<file path="src/hdl/algw_pkg.sv">
// constants shared by the lightweight register gateway block
// Overview of operation
// RULE1 - each tagged gateway gets its own 32-bit register in the map
// RULE2 - decode bus address; update only the datapath port whose register matches
// RULE3 - address inputs are just wide enough to separate all registers
// RULE4 - offsets are unique per interface and multiples of four bytes
// RULE5 - first register of each interface sits at offset zero
// RULE6 - auto-placed registers take increasing offsets in alphabetical name order
// RULE7 - user-fixed offsets go first; auto registers fill the holes
// RULE8 - narrow gateways take the least significant register bits
// RULE9 - input-side registers are written by the bus and read back
// RULE10 - output-side registers are read-only over the bus
// RULE11 - each interface label forms its own slave with its own space
// RULE12 - each slave interface lives in one clock domain
// RULE13 - state changes only on the rising clock edge
// RULE14 - with clock enable low all flip-flops hold
// RULE15 - a channel transfer needs valid and ready; valid holds until then
// RULE16 - reset clears registers; every access answers OKAY
package algw_pkg;
	localparam int DATA_W = 32;
	localparam int ADDR_W = 3; // RULE3
	localparam logic [ADDR_W-1:0] OFF_FIRST = 3'h0; // RULE4 RULE5 RULE6 RULE7
	localparam logic [ADDR_W-1:0] OFF_SECOND = 3'h4; // RULE4 RULE6 RULE7
	localparam logic [DATA_W-1:0] REG_RESET = 32'h00000000;
	localparam logic [1:0] RESP_OKAY = 2'h0;
endpackage

</file>
<file path="src/hdl/algw_wr_slave.sv">
// write side of one lightweight register slave: holds the input-side registers
`timescale 1ns/1ps
module algw_wr_slave #(
	parameter int GW_W = 32
)(
	// clock and reset
	input wire logic clk,
	input wire logic rst,
	input wire logic ce,
	// write address and data channels
	input wire logic [algw_pkg::ADDR_W-1:0] awaddr,
	input wire logic awvalid,
	output logic awready,
	input wire logic [algw_pkg::DATA_W-1:0] wdata,
	input wire logic [3:0] wstrb,
	input wire logic wvalid,
	output logic wready,
	// write response
	output logic [1:0] bresp,
	output logic bvalid,
	input wire logic bready,
	// stored words
	output logic [algw_pkg::DATA_W-1:0] word_first,
	output logic [algw_pkg::DATA_W-1:0] word_second
);
	// narrow gateways see only the low bits of their register
	localparam logic [algw_pkg::DATA_W-1:0] GW_MASK = {algw_pkg::DATA_W{1'b1}} >> (algw_pkg::DATA_W - GW_W); // RULE8

	generate
		if (GW_W < 1 || GW_W > algw_pkg::DATA_W)
		begin : g_bad_width
			$error("gateway width out of range");
		end
	endgenerate

	logic [algw_pkg::DATA_W-1:0] first_q; // RULE1
	logic [algw_pkg::DATA_W-1:0] second_q; // RULE1
	logic [algw_pkg::DATA_W-1:0] gw_first_q;
	logic [algw_pkg::DATA_W-1:0] gw_second_q;
	logic [algw_pkg::DATA_W-1:0] merged_first;
	logic [algw_pkg::DATA_W-1:0] merged_second;
	logic awready_q;
	logic bvalid_q;
	logic [1:0] bresp_q;

	// ready from a flop: one idle cycle per write, but no path from valid to ready
	wire accept = awvalid && wvalid && !awready_q && !bvalid_q; // RULE15
	wire hs = awvalid && wvalid && awready_q; // RULE15
	wire hit_first = awaddr == algw_pkg::OFF_FIRST; // RULE2
	wire hit_second = awaddr == algw_pkg::OFF_SECOND; // RULE2

	genvar b;
	generate
		for (b = 0; b < 4; b++)
		begin : g_lane
			assign merged_first[8*b+7:8*b] = wstrb[b] ? wdata[8*b+7:8*b] : first_q[8*b+7:8*b];
			assign merged_second[8*b+7:8*b] = wstrb[b] ? wdata[8*b+7:8*b] : second_q[8*b+7:8*b];
		end
	endgenerate

	always_ff @(posedge clk) // RULE13
	begin
		if (rst)
		begin
			first_q <= algw_pkg::REG_RESET; // RULE16
			second_q <= algw_pkg::REG_RESET;
			gw_first_q <= algw_pkg::REG_RESET;
			gw_second_q <= algw_pkg::REG_RESET;
			awready_q <= 1'b0;
			bvalid_q <= 1'b0;
			bresp_q <= algw_pkg::RESP_OKAY;
		end
		else if (ce) // RULE14
		begin
			awready_q <= accept;
			bresp_q <= algw_pkg::RESP_OKAY; // RULE16
			if (hs && hit_first)
			begin
				first_q <= merged_first; // RULE9
				gw_first_q <= merged_first & GW_MASK; // RULE8
			end
			if (hs && hit_second)
			begin
				second_q <= merged_second; // RULE9
				gw_second_q <= merged_second & GW_MASK; // RULE8
			end
			if (hs)
				bvalid_q <= 1'b1;
			else if (bready)
				bvalid_q <= 1'b0; // RULE15
		end
	end

	assign awready = awready_q;
	assign wready = awready_q;
	assign bvalid = bvalid_q;
	assign bresp = bresp_q;
	assign word_first = gw_first_q;
	assign word_second = gw_second_q;
endmodule

</file>
<file path="src/hdl/algw_rd_slave.sv">
// read side of one lightweight register slave: muxes two words onto read data
`timescale 1ns/1ps
module algw_rd_slave (
	// clock and reset
	input wire logic clk,
	input wire logic rst,
	input wire logic ce,
	// read address channel
	input wire logic [algw_pkg::ADDR_W-1:0] araddr,
	input wire logic arvalid,
	output logic arready,
	// read data channel
	output logic [algw_pkg::DATA_W-1:0] rdata,
	output logic [1:0] rresp,
	output logic rvalid,
	input wire logic rready,
	// words to read
	input wire logic [algw_pkg::DATA_W-1:0] word_first,
	input wire logic [algw_pkg::DATA_W-1:0] word_second
);
	logic [algw_pkg::DATA_W-1:0] rdata_q;
	logic [1:0] rresp_q;
	logic arready_q;
	logic rvalid_q;

	// ready from a flop: one idle cycle per read, but no path from valid to ready
	wire accept = arvalid && !arready_q && !rvalid_q; // RULE15
	wire hs = arvalid && arready_q; // RULE15
	wire hit_first = araddr == algw_pkg::OFF_FIRST; // RULE2
	wire hit_second = araddr == algw_pkg::OFF_SECOND; // RULE2
	// unmapped addresses read zero, still answered okay
	wire [algw_pkg::DATA_W-1:0] sel = hit_first ? word_first : (hit_second ? word_second : algw_pkg::REG_RESET);

	always_ff @(posedge clk) // RULE13
	begin
		if (rst)
		begin
			rdata_q <= algw_pkg::REG_RESET; // RULE16
			rresp_q <= algw_pkg::RESP_OKAY;
			arready_q <= 1'b0;
			rvalid_q <= 1'b0;
		end
		else if (ce) // RULE14
		begin
			arready_q <= accept;
			rresp_q <= algw_pkg::RESP_OKAY; // RULE16
			if (hs)
			begin
				rdata_q <= sel; // RULE9
				rvalid_q <= 1'b1;
			end
			else if (rready)
				rvalid_q <= 1'b0; // RULE15
		end
	end

	assign arready = arready_q;
	assign rdata = rdata_q;
	assign rvalid = rvalid_q;
	assign rresp = rresp_q;
endmodule

</file>
<file path="src/hdl/algw_top.sv">
// two lightweight register slaves: "in" drives datapath ports, "out" reads the separate datapath output ports
`timescale 1ns/1ps
module algw_top #(
	parameter int GW_W = 32
)(
	// one clock domain shared by both slaves
	input wire logic clk,
	input wire logic rst,
	input wire logic ce,
	// input-side slave write channels
	input wire logic [algw_pkg::ADDR_W-1:0] in_awaddr,
	input wire logic in_awvalid,
	output logic in_awready,
	input wire logic [algw_pkg::DATA_W-1:0] in_wdata,
	input wire logic [3:0] in_wstrb,
	input wire logic in_wvalid,
	output logic in_wready,
	output logic [1:0] in_bresp,
	output logic in_bvalid,
	input wire logic in_bready,
	// input-side slave read channels
	input wire logic [algw_pkg::ADDR_W-1:0] in_araddr,
	input wire logic in_arvalid,
	output logic in_arready,
	output logic [algw_pkg::DATA_W-1:0] in_rdata,
	output logic [1:0] in_rresp,
	output logic in_rvalid,
	input wire logic in_rready,
	// output-side slave read channels
	input wire logic [algw_pkg::ADDR_W-1:0] out_araddr,
	input wire logic out_arvalid,
	output logic out_arready,
	output logic [algw_pkg::DATA_W-1:0] out_rdata,
	output logic [1:0] out_rresp,
	output logic out_rvalid,
	input wire logic out_rready,
	// datapath ports
	output logic [algw_pkg::DATA_W-1:0] input_word_first,
	output logic [algw_pkg::DATA_W-1:0] input_word_second,
	input wire logic [algw_pkg::DATA_W-1:0] output_word_first,
	input wire logic [algw_pkg::DATA_W-1:0] output_word_second
);
	// fixed map: first at zero, second one word on, each label its own space
	// both slaves share clk, so nothing crosses between domains
	algw_wr_slave #(.GW_W(GW_W)) u_in_wr ( // RULE1 RULE12
		.clk(clk),
		.rst(rst),
		.ce(ce),
		.awaddr(in_awaddr),
		.awvalid(in_awvalid),
		.awready(in_awready),
		.wdata(in_wdata),
		.wstrb(in_wstrb),
		.wvalid(in_wvalid),
		.wready(in_wready),
		.bresp(in_bresp),
		.bvalid(in_bvalid),
		.bready(in_bready),
		.word_first(input_word_first),
		.word_second(input_word_second)
	);

	algw_rd_slave u_in_rd (
		.clk(clk),
		.rst(rst),
		.ce(ce),
		.araddr(in_araddr),
		.arvalid(in_arvalid),
		.arready(in_arready),
		.rdata(in_rdata),
		.rresp(in_rresp),
		.rvalid(in_rvalid),
		.rready(in_rready),
		.word_first(input_word_first),
		.word_second(input_word_second)
	);

	// output side has no write channels at all, so the bus cannot write it
	algw_rd_slave u_out_rd ( // RULE10 RULE11
		.clk(clk),
		.rst(rst),
		.ce(ce),
		.araddr(out_araddr),
		.arvalid(out_arvalid),
		.arready(out_arready),
		.rdata(out_rdata),
		.rresp(out_rresp),
		.rvalid(out_rvalid),
		.rready(out_rready),
		.word_first(output_word_first),
		.word_second(output_word_second)
	);
endmodule

</file>
<file path="config.mk">
export PLATFORM = sky130hd
export DESIGN_NAME = algw_top
export DESIGN_NICKNAME = d
export VERILOG_FILES = /design/src/hdl/algw_pkg.sv /design/src/hdl/algw_wr_slave.sv /design/src/hdl/algw_rd_slave.sv /design/src/hdl/algw_top.sv
export SDC_FILE = /design/constraint.sdc
export NUM_CORES = 1
export LEC_CHECK = 0
export ABC_CLOCK_PERIOD_IN_PS = 2800
export BUFFER_PORTS_ARGS = -buffer_cell sky130_fd_sc_hd__buf_2
export CORE_MARGIN = 5
export CORE_UTILIZATION = 50
export DETAILED_ROUTE_END_ITERATION = 8
export GPL_ROUTABILITY_DRIVEN = 0
export GPL_TIMING_DRIVEN = 0
export PLACE_DENSITY = 0.85
export SLEW_MARGIN = 40
export SYNTH_ARGS = -nofsm -noshare
export SYNTH_HDL_FRONTEND = slang
export SYNTH_SLANG_ARGS = --single-unit
export TNS_END_PERCENT = 50
</file>
<file path="constraint.sdc">
create_clock -name clk -period 2.8 [get_ports clk]
set_clock_uncertainty 0.1 [all_clocks]
set_input_delay 0.56 -clock clk [delete_from_list [all_inputs] [get_ports clk]]
set_output_delay 0.56 -clock clk [all_outputs]
set_load 0.05 [all_outputs]
</file>
; After elaboration in Yosys (flattened, before gate mapping)
; Index checks and enable logic that the tools add are counted.
[word_totals]
reg_bits = 134
elab_cells = 66
[op_classes]
n_eq_ne = 3
n_mux = 10
n_reduce_logical = 37
[op_table]
columns = op, count
row1 = $mux 32, 4
row2 = $reduce_and 3->1, 8
row3 = $logic_and 1x1->1, 12
row4 = $reduce_and 2->1, 5
row5 = $eq 3x3->1 const B, 3
row6 = $logic_not 3->1, 3
row7 = $logic_not 1->1, 6
row8 = $mux 1, 6
row9 = $reduce_bool 2->1, 3

; Depth between registers and ports, before layout
; Gate-level depths: netlist of the first run.
[logic_depth]
ltp_word = 4
mapped_depth = 6
ltp_nobuf = 3

; Modules after synthesis
; From an unflattened synthesis of the first run, not the netlist that was laid out.
[hier_totals]
hier_cells = 579
hier_area_um2 = 6427.4
[by_module_without_submodules]
columns = mod, n_inst, cells_per_inst, area_per_inst_um2
row1 = algw_rd_slave, 2, 155, 1798.0
row2 = algw_wr_slave, 1, 269, 2831.5

; Worst setup path before layout of the first run
; No wires, ideal clock.
[synth_path]
path_kind = reg-to-reg
startpoint = reg u_in_wr.awready_q (netlist: u_in_wr.awready)
endpoint = reg u_in_wr.first_q[0] (netlist bit)
t_arrival_ps = 1550
required_time_ps = 2575
setup_slack_ps = 1025
path_stages_with_launch = 5
path_cell_list = dfxtp_1 and3_2 clkbuf_2 nand3_2 mux2i_1
[synth_via]
elab_chain_len = 3
[synth_rtl]
columns = item, line_no
row1 = from (decl), algw_wr_slave.sv:42  ; logic awready_q;
row2 = from (signal assigned), algw_wr_slave.sv:75  ; awready_q <= accept;
row3 = $logic_and 1x1->1, algw_wr_slave.sv:48  ; wire hs = awvalid && wvalid && awready_q;
row4 = $logic_and 1x1->1, algw_wr_slave.sv:77  ; if (hs && hit_first)
row5 = $reduce_and 3->1 (no line), -
row6 = to (signal assigned), algw_wr_slave.sv:65  ; first_q <= algw_pkg::REG_RESET;
row7 = to (signal assigned), algw_wr_slave.sv:79  ; first_q <= merged_first;
row8 = to (decl), algw_wr_slave.sv:36  ; logic [algw_pkg::DATA_W-1:0] first_q;
; No other way between the ends.
; A chain may end at the register's enable or synchronous reset.

; Worst setup path in the final report of the first run
[layout_path]
startpoint = reg u_in_wr.awready_q (netlist: u_in_wr.awready)
endpoint = out in_wready
[layout_lines]
columns = item, line_no
row1 = to (decl), algw_top.sv:17  ; output logic in_wready,
; No word-level cell between the ends.

==> results of run 1 <==
## worst max-delay path by stage
stage                                  from                         endpoint  slack, ns
2_1_floorplan  u_in_wr.awready$_SDFFE_PP0P_  u_in_wr.first_q[0]$_SDFFE_PP0P_       1.02
3_3_place_gp                             ce   u_in_rd.rdata[31]$_SDFFE_PP0P_       0.65
3_5_place_dp                             ce   u_in_rd.rdata[31]$_SDFFE_PP0P_       0.65
4_1_cts        u_in_wr.awready$_SDFFE_PP0P_                        in_wready       0.68
5_1_grt        u_in_wr.awready$_SDFFE_PP0P_                        in_wready       0.67
6_report       u_in_wr.awready$_SDFFE_PP0P_                        in_wready       0.72
## critical path, delay by kind of cell (launching register included)
kind     cells  cell delay, ns
flops        1            0.59
buf+inv      2            0.43
## cell usage in the layout, fill, tap and decap left out
| master | instances |
|---|---|
| sky130_fd_sc_hd__nand2b_1 | 97 |
| sky130_fd_sc_hd__buf_4 | 8 |
| sky130_fd_sc_hd__nand3_1 | 3 |
| sky130_fd_sc_hd__nand4bb_1 | 1 |
| sky130_fd_sc_hd__clkinv_4 | 1 |
| sky130_fd_sc_hd__nor3b_2 | 2 |
| sky130_fd_sc_hd__dfxtp_1 | 134 |
| sky130_fd_sc_hd__nor2_4 | 4 |
| sky130_fd_sc_hd__clkbuf_16 | 17 |
| sky130_fd_sc_hd__clkbuf_8 | 3 |
| sky130_fd_sc_hd__bufinv_16 | 5 |
| sky130_fd_sc_hd__nand3_2 | 4 |
| sky130_fd_sc_hd__mux2i_1 | 65 |
| sky130_fd_sc_hd__buf_2 | 274 |
| sky130_fd_sc_hd__nand2_1 | 4 |
| sky130_fd_sc_hd__a221oi_1 | 64 |
| sky130_fd_sc_hd__nor2_1 | 69 |
| sky130_fd_sc_hd__nand4_1 | 6 |
| sky130_fd_sc_hd__clkinv_2 | 1 |
| sky130_fd_sc_hd__diode_2 | 2 |
| sky130_fd_sc_hd__clkbuf_1 | 24 |
| sky130_fd_sc_hd__nor3_2 | 2 |
| sky130_fd_sc_hd__and3_1 | 2 |
| sky130_fd_sc_hd__nor3_1 | 64 |
| sky130_fd_sc_hd__a21oi_1 | 5 |
| sky130_fd_sc_hd__or2b_1 | 1 |
| sky130_fd_sc_hd__nor4b_4 | 1 |
| sky130_fd_sc_hd__inv_6 | 1 |
| sky130_fd_sc_hd__conb_1 | 6 |
| sky130_fd_sc_hd__nor3b_1 | 1 |
| sky130_fd_sc_hd__clkbuf_2 | 1 |
| sky130_fd_sc_hd__and3_2 | 1 |
| sky130_fd_sc_hd__clkinvlp_4 | 3 |
## layout make-up
cell class,count,area (sq um)
fillers,901,3172
multi-input cells,402,2713
flip-flops and latches,134,2683
repair buffers,251,1256
clock buffers,21,470.5
plain buffers,55,266.5
clock inverters,11,195.2
well taps,140,175.2
diodes,2,5.005
## where the power goes
group / internal (uW) / total, uW / switching, uW
clock network: 1660 / 2500 / 840
registers: 1940 / 1950 / 17.6
logic: 156 / 453 / 297
## sequential cells by signal (all words and copies together), names as in the netlist
register and cells:
u_in_wr.first_q 32, u_in_wr.awready 1, u_in_rd.arready 1, u_in_rd.rvalid 1
u_out_rd.rdata 32, u_in_wr.second_q 32, u_in_wr.bvalid 1, u_out_rd.arready 1
u_out_rd.rvalid 1, u_in_rd.rdata 32
## logic make-up (layout without fill, tap and decap cells)
family	Yosys count	in the layout	synth area share, %
buffers and inverters	55	338	4.723
flip-flops	134	134	47.54
multiplexers	65	65	11.53
AO/OA/AOI/OAI	69	69	10.38
AND/OR/NAND/NOR	262	262	25.76
other	1	8	0.06646
## stage by stage
stage	hold WS, ns	setup slack, ns
2_1_floorplan	0.5815	1.025
3_5_place_dp	0.3758	0.6533
4_1_cts	0.3188	0.6843
6_report	0.3339	0.7166
5_1_grt	0.3409	0.6717
3_3_place_gp	0.3700	0.6536
## per-layer routing
metal / routed length (microns) / share of wire, %
met1: 7429 / 39
met2: 9354 / 49
met3: 1814 / 9.4
met4: 600 / 3.1
met5: 7 / 0.036
==> out/summary.json, run 1 <==
{
  "gate_count_of_the_mapped_netlist": {"value": 586},
  "detailroute.via_count": {"value": 5663},
  "dp_hpwl": {"value": 14390, "unit": "microns"},
  "max-slew-margin-rel": {"value": 60.64, "unit": "%"},
  "grt_use_met2": {"value": 46.45, "unit": "%"},
  "core-area": {"value": 10940, "unit": "sq um"},
  "numCtsBuffers": {"value": 17},
  "cts_tree": {"value": "yes"},
  "synth_flop_type": {"value": "sky130_fd_sc_hd__dfxtp_1"},
  "die-height": {"value": 116.2, "unit": "microns"},
  "timing_worst_slew_pin_value": {"value": 0.5904, "unit": "ns"},
  "hold_path.class": {"value": "in -> reg"},
  "die_width": {"value": 116.2, "unit": "microns"},
  "synth_enable_flop_cells": {"value": 0},
  "yosys_warnings": {"value": 0},
  "post-synth-top-count-cell": {"value": "sky130_fd_sc_hd__dfxtp_1"},
  "ctsHoldBuffers": {"value": 0},
  "crit-reg2reg-launch": {"value": "u_in_rd.arready$_SDFFE_PP0P_"},
  "grt_setup_unrepaired": {"value": "false"},
  "synthDominantAreaCellType": {"value": "sky130_fd_sc_hd__dfxtp_1"},
  "clk-insertion-delay-late": {"value": 0.40, "unit": "ns"},
  "antenna_found_initial": {"value": 2},
  "grt_usage": {"value": 27.21, "unit": "%"},
  "worst-r2r-cell-count": {"value": 4},
  "postLayoutCellArea": {"value": 7764, "unit": "sq um"},
  "final_hold_vio_count": {"value": 0},
  "setup.worst_path.end_class": {"value": "output pin"},
  "grt.met1_usage": {"value": 32.19, "unit": "%"},
  "root_buffer": {"value": "sky130_fd_sc_hd__clkbuf_16"},
  "route.detailed.drc": {"value": 0},
  "grt-busiest-layer": {"value": "met2"},
  "portBuffers": {"value": 251},
  "start_util": {"value": 51.60, "unit": "%"},
  "setup_tns": {"value": 0, "unit": "ns"},
  "cts-resized-gates": {"value": 0},
  "path_cells": {"value": "buf_4 > buf_2"},
  "die-area": {"value": 13510, "unit": "sq um"},
  "grt_max_degree": {"value": 17},
  "post_drt_wl_per_cell": {"value": 18.90, "unit": "microns"},
  "worst_setup_hold_path_clk_slew": {"value": 0.06, "unit": "ns"},
  "yosysSeqAreaShare": {"value": 47.54, "unit": "%"},
  "period_minus_slack": {"value": 2.083, "unit": "ns"},
  "post-cts-setup-buffer-count": {"value": 0},
  "grt_use_met3": {"value": 6.995, "unit": "%"},
  "grt_overflow": {"value": 0},
  "number_of_h_tree_branching_levels": {"value": 4},
  "final_core_util": {"value": 71.00, "unit": "%"},
  "drt-vias-per-instance": {"value": 5.574},
  "cts.sinks": {"value": 134},
  "synth_area_per_cell": {"value": 9.630, "unit": "sq um"},
  "ir_drop": {"value": 507.5, "unit": "uV"},
  "worstHoldPathCells": {"value": 4},
  "dominant_cells_by_area_after_synthesis": {"value": "sky130_fd_sc_hd__dfxtp_1, sky130_fd_sc_hd__mux2i_1, sky130_fd_sc_hd__nand2b_1"},
  "cpMaxStageDelayCell": {"value": "sky130_fd_sc_hd__dfxtp_1"},
  "share_of_layout_cells_above_drive_strength_1": {"value": 37.53, "unit": "%"},
  "ys_seq_elements": {"value": 134},
  "routed_wirelength": {"value": 19210, "unit": "microns"},
  "grt_first_pass_wirelength": {"value": 28460, "unit": "microns"},
  "critPathArrivalTime": {"value": 1.42, "unit": "ns"},
  "synth_cell_types": {"value": 25},
  "critical_path_required": {"value": 2.14, "unit": "ns"},
  "cellLeakagePower": {"value": 0.003751, "unit": "uW"},
  "initialDrtViolationCount": {"value": 430},
  "timing_max_transition_violations_final": {"value": 0},
  "path_max_fanout": {"value": 10},
  "hold_start": {"value": "in_bready"},
  "regToRegEndpoint": {"value": "u_in_rd.rdata[8]$_SDFFE_PP0P_"},
  "design.final.nets": {"value": 980},
  "numPlacedInstances": {"value": 982},
  "placementRows": {"value": 38},
  "worst-setup-path-type": {"value": "reg -> out"},
  "synthToLayoutAreaGrowth": {"value": 37.58, "unit": "%"},
  "route.antenna.remaining_nets": {"value": 0},
  "min_delay_worst_endpoint": {"value": "u_in_wr.bvalid$_SDFFE_PP0P_"},
  "layoutNonFillerInstCount": {"value": 1016},
  "design.portCount": {"value": 260},
  "max_clock_buf_depth": {"value": 2},
  "netlist_top_cells_count": {"value": "sky130_fd_sc_hd__dfxtp_1, sky130_fd_sc_hd__nand2b_1, sky130_fd_sc_hd__nor2_1"},
  "maxCapViolations": {"value": 0},
  "grt_pass1_vias": {"value": 5566},
  "post_synth_instance_area": {"value": 5643, "unit": "sq um"},
  "fmax": {"value": 480.0, "unit": "MHz"},
  "status": {"value": "finished clean"},
  "start_kind": {"value": "flop"},
  "ys_async_sr_fraction": {"value": 0, "unit": "%"},
  "detail_route.first_pass.iterations": {"value": 5},
  "post-synth-top-area-fraction": {"value": 47.54, "unit": "%"},
  "worst_path_largest_cell_delay": {"value": 0.59, "unit": "ns"},
  "placement.cell_area": {"value": 7093, "unit": "sq um"},
  "power": {"value": 4902, "unit": "uW"},
  "timing.final.crit_share": {"value": 74.41, "unit": "%"},
  "timing.reg2reg.setup_slack": {"value": 1.00, "unit": "ns"},
  "p_per_area": {"value": 631.4, "unit": "nW/um^2"},
  "setup_viol": {"value": 0}
}
No activity file was read; power rests on OpenSTA's default activity.
==> run 2: changes to the inputs <==
ABC_CLOCK_PERIOD_IN_PS = 2050   (was 2800)
CORE_UTILIZATION = 47   (was 50)
PLACE_DENSITY = 0.8   (was 0.85)
clock period = 2.05 ns   (was 2.8 ns; I/O delays follow)
==> run 2 against run 1 <==
  * Critical path depth unchanged
  * Design area down 0.68%
  * Sequential power up 37%
  * Count of clock-buffer cells in the layout down 3
  * Final cell count up 0.79%
  * Total power up 30%
  * Combinational power up 36%
  * Via count down 1.6%
  * Utilization down 6.3 points
  * Sequential share of layout area up 0.24 points
  * Critical path type unchanged
  * Critical endpoint unchanged
  * Largest power group unchanged
  * Highest routed layer unchanged
==> out/summary.json, run 2 (synthesis gave the netlist of run 1 again) <==
{
  "timing.reg2reg.setup_slack": {"value": 0.22, "unit": "ns", "change": "was 1.00 ns"},
  "critical_path_required": {"value": 1.54, "unit": "ns", "change": "was 2.14 ns"},
  "worst_setup_hold_path_clk_slew": {"value": 0.06, "unit": "ns", "change": "about the same"},
  "hold_path.class": {"value": "in -> reg", "change": "unchanged"},
  "routed_wirelength": {"value": 18940, "unit": "microns", "change": "was 19,210 microns"},
  "design.portCount": {"value": 260, "change": "unchanged"},
  "path_cells": {"value": "buf_4 > buf_2", "change": "unchanged"},
  "cts-resized-gates": {"value": 0, "change": "unchanged"},
  "maxCapViolations": {"value": 0, "change": "unchanged"},
  "share_of_layout_cells_above_drive_strength_1": {"value": 37.64, "unit": "%", "change": "was 37.53%"},
  "post_drt_wl_per_cell": {"value": 18.50, "unit": "microns", "change": "was 18.90 microns"},
  "detail_route.first_pass.iterations": {"value": 5, "change": "unchanged"},
  "ir_drop": {"value": 388.8, "unit": "uV", "change": "was 507.5 uV"},
  "die-area": {"value": 14300, "unit": "sq um", "change": "was 13,510 sq um"},
  "route.antenna.remaining_nets": {"value": 0, "change": "unchanged"},
  "most-common-layout-cells": {"value": "sky130_fd_sc_hd__buf_2, sky130_fd_sc_hd__dfxtp_1, sky130_fd_sc_hd__nand2b_1, sky130_fd_sc_hd__nor2_1, sky130_fd_sc_hd__mux2i_1", "change": "unchanged"},
  "critPathArrivalTime": {"value": 1.40, "unit": "ns", "change": "was 1.42 ns"},
  "max_clock_buf_depth": {"value": 2, "change": "unchanged"},
  "setup_tns": {"value": 0, "unit": "ns", "change": "unchanged"},
  "mostFrequentLayoutCell": {"value": "sky130_fd_sc_hd__buf_2", "change": "unchanged"},
  "post-cts-setup-buffer-count": {"value": 0, "change": "unchanged"},
  "min_delay_worst_endpoint": {"value": "u_in_wr.bvalid$_SDFFE_PP0P_", "change": "unchanged"},
  "final_core_util": {"value": 64.74, "unit": "%", "change": "was 71.00%"},
  "crit-reg2reg-launch": {"value": "u_in_rd.arready$_SDFFE_PP0P_", "change": "unchanged"},
  "placement.cell_area": {"value": 7102, "unit": "sq um", "change": "was 7093 sq um"},
  "synthToLayoutAreaGrowth": {"value": 36.65, "unit": "%", "change": "was 37.58%"},
  "period_minus_slack": {"value": 1.913, "unit": "ns"},
  "grt_setup_unrepaired": {"value": "false", "change": "unchanged"},
  "max-slew-margin-rel": {"value": 65.62, "unit": "%", "change": "was 60.64%"},
  "grt_first_pass_wirelength": {"value": 28960, "unit": "microns", "change": "was 28,460 microns"},
  "hold_start": {"value": "in_bready", "change": "unchanged"},
  "postLayoutCellArea": {"value": 7711, "unit": "sq um", "change": "was 7764 sq um"},
  "start_kind": {"value": "flop", "change": "unchanged"},
  "die-height": {"value": 119.6, "unit": "microns", "change": "was 116.2 microns"},
  "core-area": {"value": 11910, "unit": "sq um", "change": "was 10,940 sq um"},
  "die_width": {"value": 119.6, "unit": "microns", "change": "was 116.2 microns"},
  "design.final.nets": {"value": 980, "change": "unchanged"},
  "layoutNonFillerInstCount": {"value": 1024, "change": "was 1,016"},
  "final_hold_vio_count": {"value": 0, "change": "unchanged"},
  "cts_tree": {"value": "yes", "change": "unchanged"},
  "start_util": {"value": 47.37, "unit": "%", "change": "was 51.60%"},
  "antenna_found_initial": {"value": 2, "change": "unchanged"},
  "grt_overflow": {"value": 0, "change": "unchanged"},
  "fmax": {"value": 522.9, "unit": "MHz"},
  "multi_input_area": {"value": 2713, "unit": "sq um", "change": "unchanged"},
  "worst-setup-path-type": {"value": "reg -> out", "change": "unchanged"},
  "worstHoldPathCells": {"value": 4, "change": "unchanged"},
  "portBuffers": {"value": 251, "change": "unchanged"},
  "p_per_area": {"value": 826.8, "unit": "nW/um^2", "change": "was 631.4 nW/um^2"},
  "initialDrtViolationCount": {"value": 483, "change": "was 430"},
  "fillerInstances": {"value": 1027, "change": "was 901"},
  "numPlacedInstances": {"value": 989, "change": "was 982"},
  "ff_latch_area": {"value": 2683, "unit": "sq um", "change": "unchanged"},
  "dp_hpwl": {"value": 14530, "unit": "microns", "change": "was 14,390 microns"},
  "clk-insertion-delay-late": {"value": 0.41, "unit": "ns", "change": "was 0.40 ns"},
  "regToRegEndpoint": {"value": "u_in_rd.rdata[31]$_SDFFE_PP0P_", "change": "was u_in_rd.rdata[8]$_SDFFE_PP0P_"},
  "worstSetupStartpoint": {"value": "u_in_wr.awready$_SDFFE_PP0P_", "change": "unchanged"},
  "drt-vias-per-instance": {"value": 5.441, "change": "was 5.574"},
  "detailroute.via_count": {"value": 5572, "change": "was 5,663"},
  "grt_pass1_vias": {"value": 5422, "change": "was 5,566"},
  "ctsHoldBuffers": {"value": 0, "change": "unchanged"},
  "timing.final.crit_share": {"value": 93.29, "unit": "%"},
  "cellLeakagePower": {"value": 0.003730, "unit": "uW", "change": "was 0.003751 uW"},
  "timing_worst_slew_pin_value": {"value": 0.5157, "unit": "ns", "change": "was 0.5904 ns"},
  "placementRows": {"value": 40, "change": "was 38"},
  "timing_max_transition_violations_final": {"value": 0, "change": "unchanged"},
  "grt_usage": {"value": 25.67, "unit": "%", "change": "was 27.21%"},
  "worst-r2r-cell-count": {"value": 4, "change": "unchanged"},
  "route.detailed.drc": {"value": 0, "change": "unchanged"},
  "setup.worst_path.end_class": {"value": "output pin", "change": "unchanged"},
  "number_of_h_tree_branching_levels": {"value": 4, "change": "unchanged"},
  "path_max_fanout": {"value": 10, "change": "unchanged"},
  "power": {"value": 6376, "unit": "uW", "change": "was 4902 uW"},
  "worst_path_largest_cell_delay": {"value": 0.57, "unit": "ns", "change": "was 0.59 ns"},
  "grt_max_degree": {"value": 17, "change": "unchanged"},
  "cpMaxStageDelayCell": {"value": "sky130_fd_sc_hd__dfxtp_1", "change": "unchanged"},
  "status": {"value": "finished clean", "change": "unchanged"},
  "cts.sinks": {"value": 134, "change": "unchanged"},
  "numCtsBuffers": {"value": 17, "change": "unchanged"},
  "root_buffer": {"value": "sky130_fd_sc_hd__clkbuf_16", "change": "unchanged"},
  "setup_viol": {"value": 0, "change": "unchanged"}
}
[run 2: per-layer routing]
| layer | routed length [microns] | up-vias | track usage [%] |
|---|---|---|---|
| met3 | 1857 | 35 | 8.200 |
| li1 | - | 2652 | - |
| met2 | 9221 | 289 | 43.61 |
| met5 | 19 | - | 0 |
| met1 | 7466 | 2594 | 30.90 |
| met4 | 378 | 2 | 8.160 |
[run 2: worst max path at each step]
stage | end | slack, ns | depth (start not counted)
finish | in_wready | 0.14 | 2
detailed placement | u_in_rd.rdata[31]$_SDFFE_PP0P_ | 0.01 | 5
floorplan | u_in_wr.first_q[0]$_SDFFE_PP0P_ | 0.27 | 4
global placement | u_in_rd.rdata[31]$_SDFFE_PP0P_ | 0.001 | 5
global route | in_wready | 0.08 | 2
CTS | in_wready | 0.11 | 2
[run 2: where the power goes]
group	internal [uW]	switching (uW)
combinational	214	401
clock	1860	1240
sequential	2640	23.8
[run 2: critical path: cells and delay by family (launching register included)]
kind | cells | cell delay (ns)
DFF | 1 | 0.57
buffers and inverters | 2 | 0.43
[run 2: final cells by class]
type                    count  share of cell area, %
well taps                 147                  2.385
plain buffers              55                  3.456
multi-input cells         402                  35.18
clock inverters            14                  2.109
flip-flops and latches    134                  34.79
clock buffers              18                  5.695
diodes                      3                0.09736
repair buffers            251                  16.29
[run 2: per-stage QoR]
stage          setup WS [ns]  hold slack (ns)
2_1_floorplan         0.2749           0.4744
3_3_place_gp        0.001216           0.3636
3_5_place_dp         0.01402           0.3645
4_1_cts               0.1081           0.1607
5_1_grt              0.08212           0.1737
6_report              0.1375           0.1739
==> run 3: changes to the inputs <==
ABC_AREA = 1   (was not set)
CORE_UTILIZATION = 49   (was 47)
PLACE_DENSITY = 0.81   (was 0.8)
==> run 3 against run 2 <==
  * Count of clock-buffer cells in the layout unchanged
  * Critical path depth unchanged
  * Non-clock buffer count grew 19
  * Design area grew 10%
  * Flip-flop and latch count unchanged
  * Largest cell class unchanged
  * Combinational power is 22% higher
  * Setup slack gained 0.16 ns
  * Area after synthesis grew 13%
==> out/summary.json, run 3 <==
{
  "mostFrequentLayoutCell": {"value": "sky130_fd_sc_hd__buf_2", "change": "unchanged"},
  "grt_usage": {"value": 27.22, "unit": "%", "change": "was 25.67%"},
  "finalWorstSetupSlack": {"value": 0.3016, "unit": "ns", "change": "was 0.1375 ns"},
  "synth_cell_types": {"value": 24, "change": "was 25"},
  "worst-setup-path-type": {"value": "reg -> out", "change": "unchanged"},
  "combinational_family_with_the_most_area_after_synthesis": {"value": "simple AND/OR/NAND/NOR gates", "change": "unchanged"},
  "worst_setup_hold_path_clk_slew": {"value": 0.06, "unit": "ns", "change": "about the same"},
  "setup_tns": {"value": 0, "unit": "ns", "change": "unchanged"},
  "initialDrtViolationCount": {"value": 509, "change": "was 483"},
  "critPathArrivalTime": {"value": 1.24, "unit": "ns", "change": "was 1.40 ns"},
  "fin_worst_hold_slack": {"value": 0.1540, "unit": "ns", "change": "was 0.1739 ns"},
  "synth_area_per_cell": {"value": 6.899, "unit": "sq um", "change": "was 9.630 sq um"},
  "post-synth-top-area-fraction": {"value": 42.04, "unit": "%", "change": "was 47.54%"},
  "die_width": {"value": 124.1, "unit": "microns", "change": "was 119.6 microns"},
  "setup_viol": {"value": 0, "change": "unchanged"},
  "status": {"value": "finished clean", "change": "unchanged"},
  "synth-xor-area-share": {"value": 0, "unit": "%", "change": "unchanged"},
  "dp_slack": {"value": 0.2366, "unit": "ns", "change": "was 0.01402 ns"},
  "setup.worst_path.end_class": {"value": "output pin", "change": "unchanged"},
  "yosys_warnings": {"value": 0, "change": "unchanged"},
  "most-common-layout-cells": {"value": "sky130_fd_sc_hd__buf_2, sky130_fd_sc_hd__nand2_1, sky130_fd_sc_hd__dfxtp_1, sky130_fd_sc_hd__nand3_1, sky130_fd_sc_hd__inv_1", "change": "was sky130_fd_sc_hd__buf_2, sky130_fd_sc_hd__dfxtp_1, sky130_fd_sc_hd__nand2b_1, sky130_fd_sc_hd__nor2_1, sky130_fd_sc_hd__mux2i_1"},
  "antenna_found_initial": {"value": 0, "change": "was 2"},
  "root_buffer": {"value": "sky130_fd_sc_hd__clkbuf_16", "change": "unchanged"},
  "timing_max_transition_violations_final": {"value": 0, "change": "unchanged"},
  "clk-insertion-delay-late": {"value": 0.42, "unit": "ns", "change": "was 0.41 ns"},
  "die-area": {"value": 15400, "unit": "sq um", "change": "was 14,300 sq um"},
  "share_of_the_synthesized_area_in_compound_gates_ao_oa_aoi_oai": {"value": 13.31, "unit": "%", "change": "was 10.38%"},
  "portBuffers": {"value": 253, "change": "was 251"},
  "synth_enable_flop_cells": {"value": 0, "change": "unchanged"},
  "grt_max_degree": {"value": 17, "change": "unchanged"},
  "synthToLayoutAreaGrowth": {"value": 33.24, "unit": "%", "change": "was 36.65%"},
  "start_kind": {"value": "flop", "change": "unchanged"},
  "synth_flop_type": {"value": "sky130_fd_sc_hd__dfxtp_1", "change": "unchanged"},
  "grt_first_pass_wirelength": {"value": 32050, "unit": "microns", "change": "was 28,960 microns"},
  "core-area": {"value": 12670, "unit": "sq um", "change": "was 11,910 sq um"},
  "placementRows": {"value": 41, "change": "was 40"},
  "timing.final.crit_share": {"value": 85.29, "unit": "%", "change": "was 93.29%"},
  "synth.mux.area_fraction": {"value": 0, "unit": "%", "change": "was 11.53%"},
  "die-height": {"value": 124.1, "unit": "microns", "change": "was 119.6 microns"},
  "number_of_h_tree_branching_levels": {"value": 4, "change": "unchanged"},
  "ir_drop": {"value": 562.9, "unit": "uV", "change": "was 388.8 uV"},
  "share_of_layout_cells_above_drive_strength_1": {"value": 29.00, "unit": "%", "change": "was 37.64%"},
  "cts.sinks": {"value": 134, "change": "unchanged"},
  "detailroute.via_count": {"value": 6913, "change": "was 5,572"},
  "synth_adder_area_share": {"value": 0, "unit": "%", "change": "unchanged"},
  "route.antenna.remaining_nets": {"value": 0, "change": "unchanged"},
  "route.detailed.drc": {"value": 0, "change": "unchanged"},
  "path_max_fanout": {"value": 6, "change": "was 10"},
  "timing_worst_slew_pin_value": {"value": 0.6767, "unit": "ns", "change": "was 0.5157 ns"},
  "final_hold_vio_count": {"value": 0, "change": "unchanged"},
  "design.final.nets": {"value": 1321, "change": "was 980"},
  "max-slew-margin-rel": {"value": 54.89, "unit": "%", "change": "was 65.62%"},
  "post_synth_instance_area": {"value": 6381, "unit": "sq um", "change": "was 5643 sq um"},
  "dp_hpwl": {"value": 16080, "unit": "microns", "change": "was 14,530 microns"},
  "grt_setup_unrepaired": {"value": "false", "change": "unchanged"},
  "fillerInstances": {"value": 1159, "change": "was 1,027"},
  "grt_pass1_vias": {"value": 6438, "change": "was 5,422"},
  "post_drt_wl_per_cell": {"value": 15.40, "unit": "microns", "change": "was 18.50 microns"},
  "cts_tree": {"value": "yes", "change": "unchanged"},
  "ys_async_sr_fraction": {"value": 0, "unit": "%", "change": "unchanged"},
  "synthDominantAreaCellType": {"value": "sky130_fd_sc_hd__dfxtp_1", "change": "unchanged"},
  "dominant_cells_by_area_after_synthesis": {"value": "sky130_fd_sc_hd__dfxtp_1, sky130_fd_sc_hd__nand2_1, sky130_fd_sc_hd__nand3_1", "change": "was sky130_fd_sc_hd__dfxtp_1, sky130_fd_sc_hd__mux2i_1, sky130_fd_sc_hd__nand2b_1"},
  "gate_count_of_the_mapped_netlist": {"value": 925, "change": "was 586"},
  "post-synth-top-count-cell": {"value": "sky130_fd_sc_hd__nand2_1", "change": "was sky130_fd_sc_hd__dfxtp_1"},
  "routed_wirelength": {"value": 21350, "unit": "microns", "change": "was 18,940 microns"},
  "maxCapViolations": {"value": 0, "change": "unchanged"},
  "ys_seq_elements": {"value": 134, "change": "unchanged"},
  "numCtsBuffers": {"value": 17, "change": "unchanged"},
  "hold_path.class": {"value": "in -> reg", "change": "unchanged"},
  "ctsHoldBuffers": {"value": 0, "change": "unchanged"},
  "period_minus_slack": {"value": 1.748, "unit": "ns", "change": "was 1.913 ns"},
  "yosysSeqAreaShare": {"value": 42.04, "unit": "%", "change": "was 47.54%"},
  "drt-vias-per-instance": {"value": 4.988, "change": "was 5.441"},
  "p_per_area": {"value": 780.1, "unit": "nW/um^2", "change": "was 826.8 nW/um^2"},
  "synth_simple_gate_area_share": {"value": 31.57, "unit": "%", "change": "was 25.76%"},
  "max_clock_buf_depth": {"value": 2, "change": "unchanged"},
  "cellLeakagePower": {"value": 0.004507, "unit": "uW", "change": "was 0.003730 uW"},
  "post-cts-setup-buffer-count": {"value": 0, "change": "unchanged"},
  "grt_overflow": {"value": 0, "change": "unchanged"},
  "start_util": {"value": 50.36, "unit": "%", "change": "was 47.37%"},
  "design.portCount": {"value": 260, "change": "unchanged"},
  "netlist_top_cells_count": {"value": "sky130_fd_sc_hd__nand2_1, sky130_fd_sc_hd__dfxtp_1, sky130_fd_sc_hd__nand3_1", "change": "was sky130_fd_sc_hd__dfxtp_1, sky130_fd_sc_hd__nand2b_1, sky130_fd_sc_hd__nor2_1"},
  "critical_path_required": {"value": 1.54, "unit": "ns", "change": "about the same"},
  "detail_route.first_pass.iterations": {"value": 5, "change": "unchanged"},
  "diodes": {"value": 0, "change": "was 3"},
  "fmax": {"value": 572.0, "unit": "MHz", "change": "was 522.9 MHz"},
  "cts-resized-gates": {"value": 0, "change": "unchanged"}
}
-- run 3: changes by cell type after synthesis, moves of 64 or more --
cell / before / now
sky130_fd_sc_hd__a221oi_1: 64 / 0
sky130_fd_sc_hd__nand2b_1: 97 / 0
sky130_fd_sc_hd__nand3_1: 3 / 129
sky130_fd_sc_hd__mux2i_1: 65 / 0
sky130_fd_sc_hd__inv_1: 0 / 102
sky130_fd_sc_hd__nand2_1: 4 / 270
sky130_fd_sc_hd__o21a_1: 0 / 66
-- run 3: power breakdown --
group          internal (uW)  switching, uW  leakage [uW]  total, uW
registers               2650           25.6       0.00108       2680
clock network           2050           1150      0.000290       3200
logic                    239            511       0.00313        749
total                   4940           1690       0.00451       6630
-- run 3: area by class of cell --
cell class	instances	area, sq um	share of cell area [%]
clock buffer	18	439.2	5.166
tap	172	215.2	2.531
buffer	72	440.4	5.180
inverter	104	390.4	4.592
timing repair buffer	253	1266	14.89
multi-input combinational	620	2887	33.95
clock inverter	13	181.4	2.134
sequential	134	2683	31.55
-- run 3: worst max-delay path: stages (launching register included) --
cell and delay (ns):
sky130_fd_sc_hd__dfxtp_1 0.43, sky130_fd_sc_hd__buf_4 0.14, sky130_fd_sc_hd__buf_2 0.24
-- run 3: path summary, 6_finish.rpt --
| check | from | to | slack, ns | cells past startpoint |
|---|---|---|---|---|
| min | in_bready | u_in_wr.bvalid$_SDFFE_PP0P_ | 0.15 | 4 |
| max reg2reg | u_in_wr.awready$_SDFFE_PP0P_ | u_in_wr.second_q[12]$_SDFFE_PP0P_ | 0.32 | 6 |
| min reg2reg | u_in_wr.bvalid$_SDFFE_PP0P_ | u_in_wr.bvalid$_SDFFE_PP0P_ | 0.38 | 2 |
| max | u_in_wr.awready$_SDFFE_PP0P_ | in_wready | 0.30 | 2 |
-- run 3: per-layer routing --
metal | vias up | track usage, % | routed length, microns
li1 | 3459 | - | -
met1 | 3076 | 30.68 | 8299
met2 | 329 | 47.47 | 10390
met3 | 49 | 7.947 | 2026
met4 | 0 | 12.25 | 637
met5 | - | 0 | 0
-- run 3: metrics by stage --
step	instance area (sq um)	cells	total power (uW)	utilization, %
2_1_floorplan	6400	930	3210	-
3_3_place_gp	7881	1355	3467	62.20
3_5_place_dp	7881	1355	3476	62.20
4_1_cts	8502	1386	6652	67.10
5_1_grt	8502	1386	6820	67.10
6_report	8502	1386	6632	67.10
-- run 3: kinds of logic after synthesis --
family          count (synthesis)
compound gates                136
simple gates                  478
other cells                     1
buf+inv                       176
flops                         134
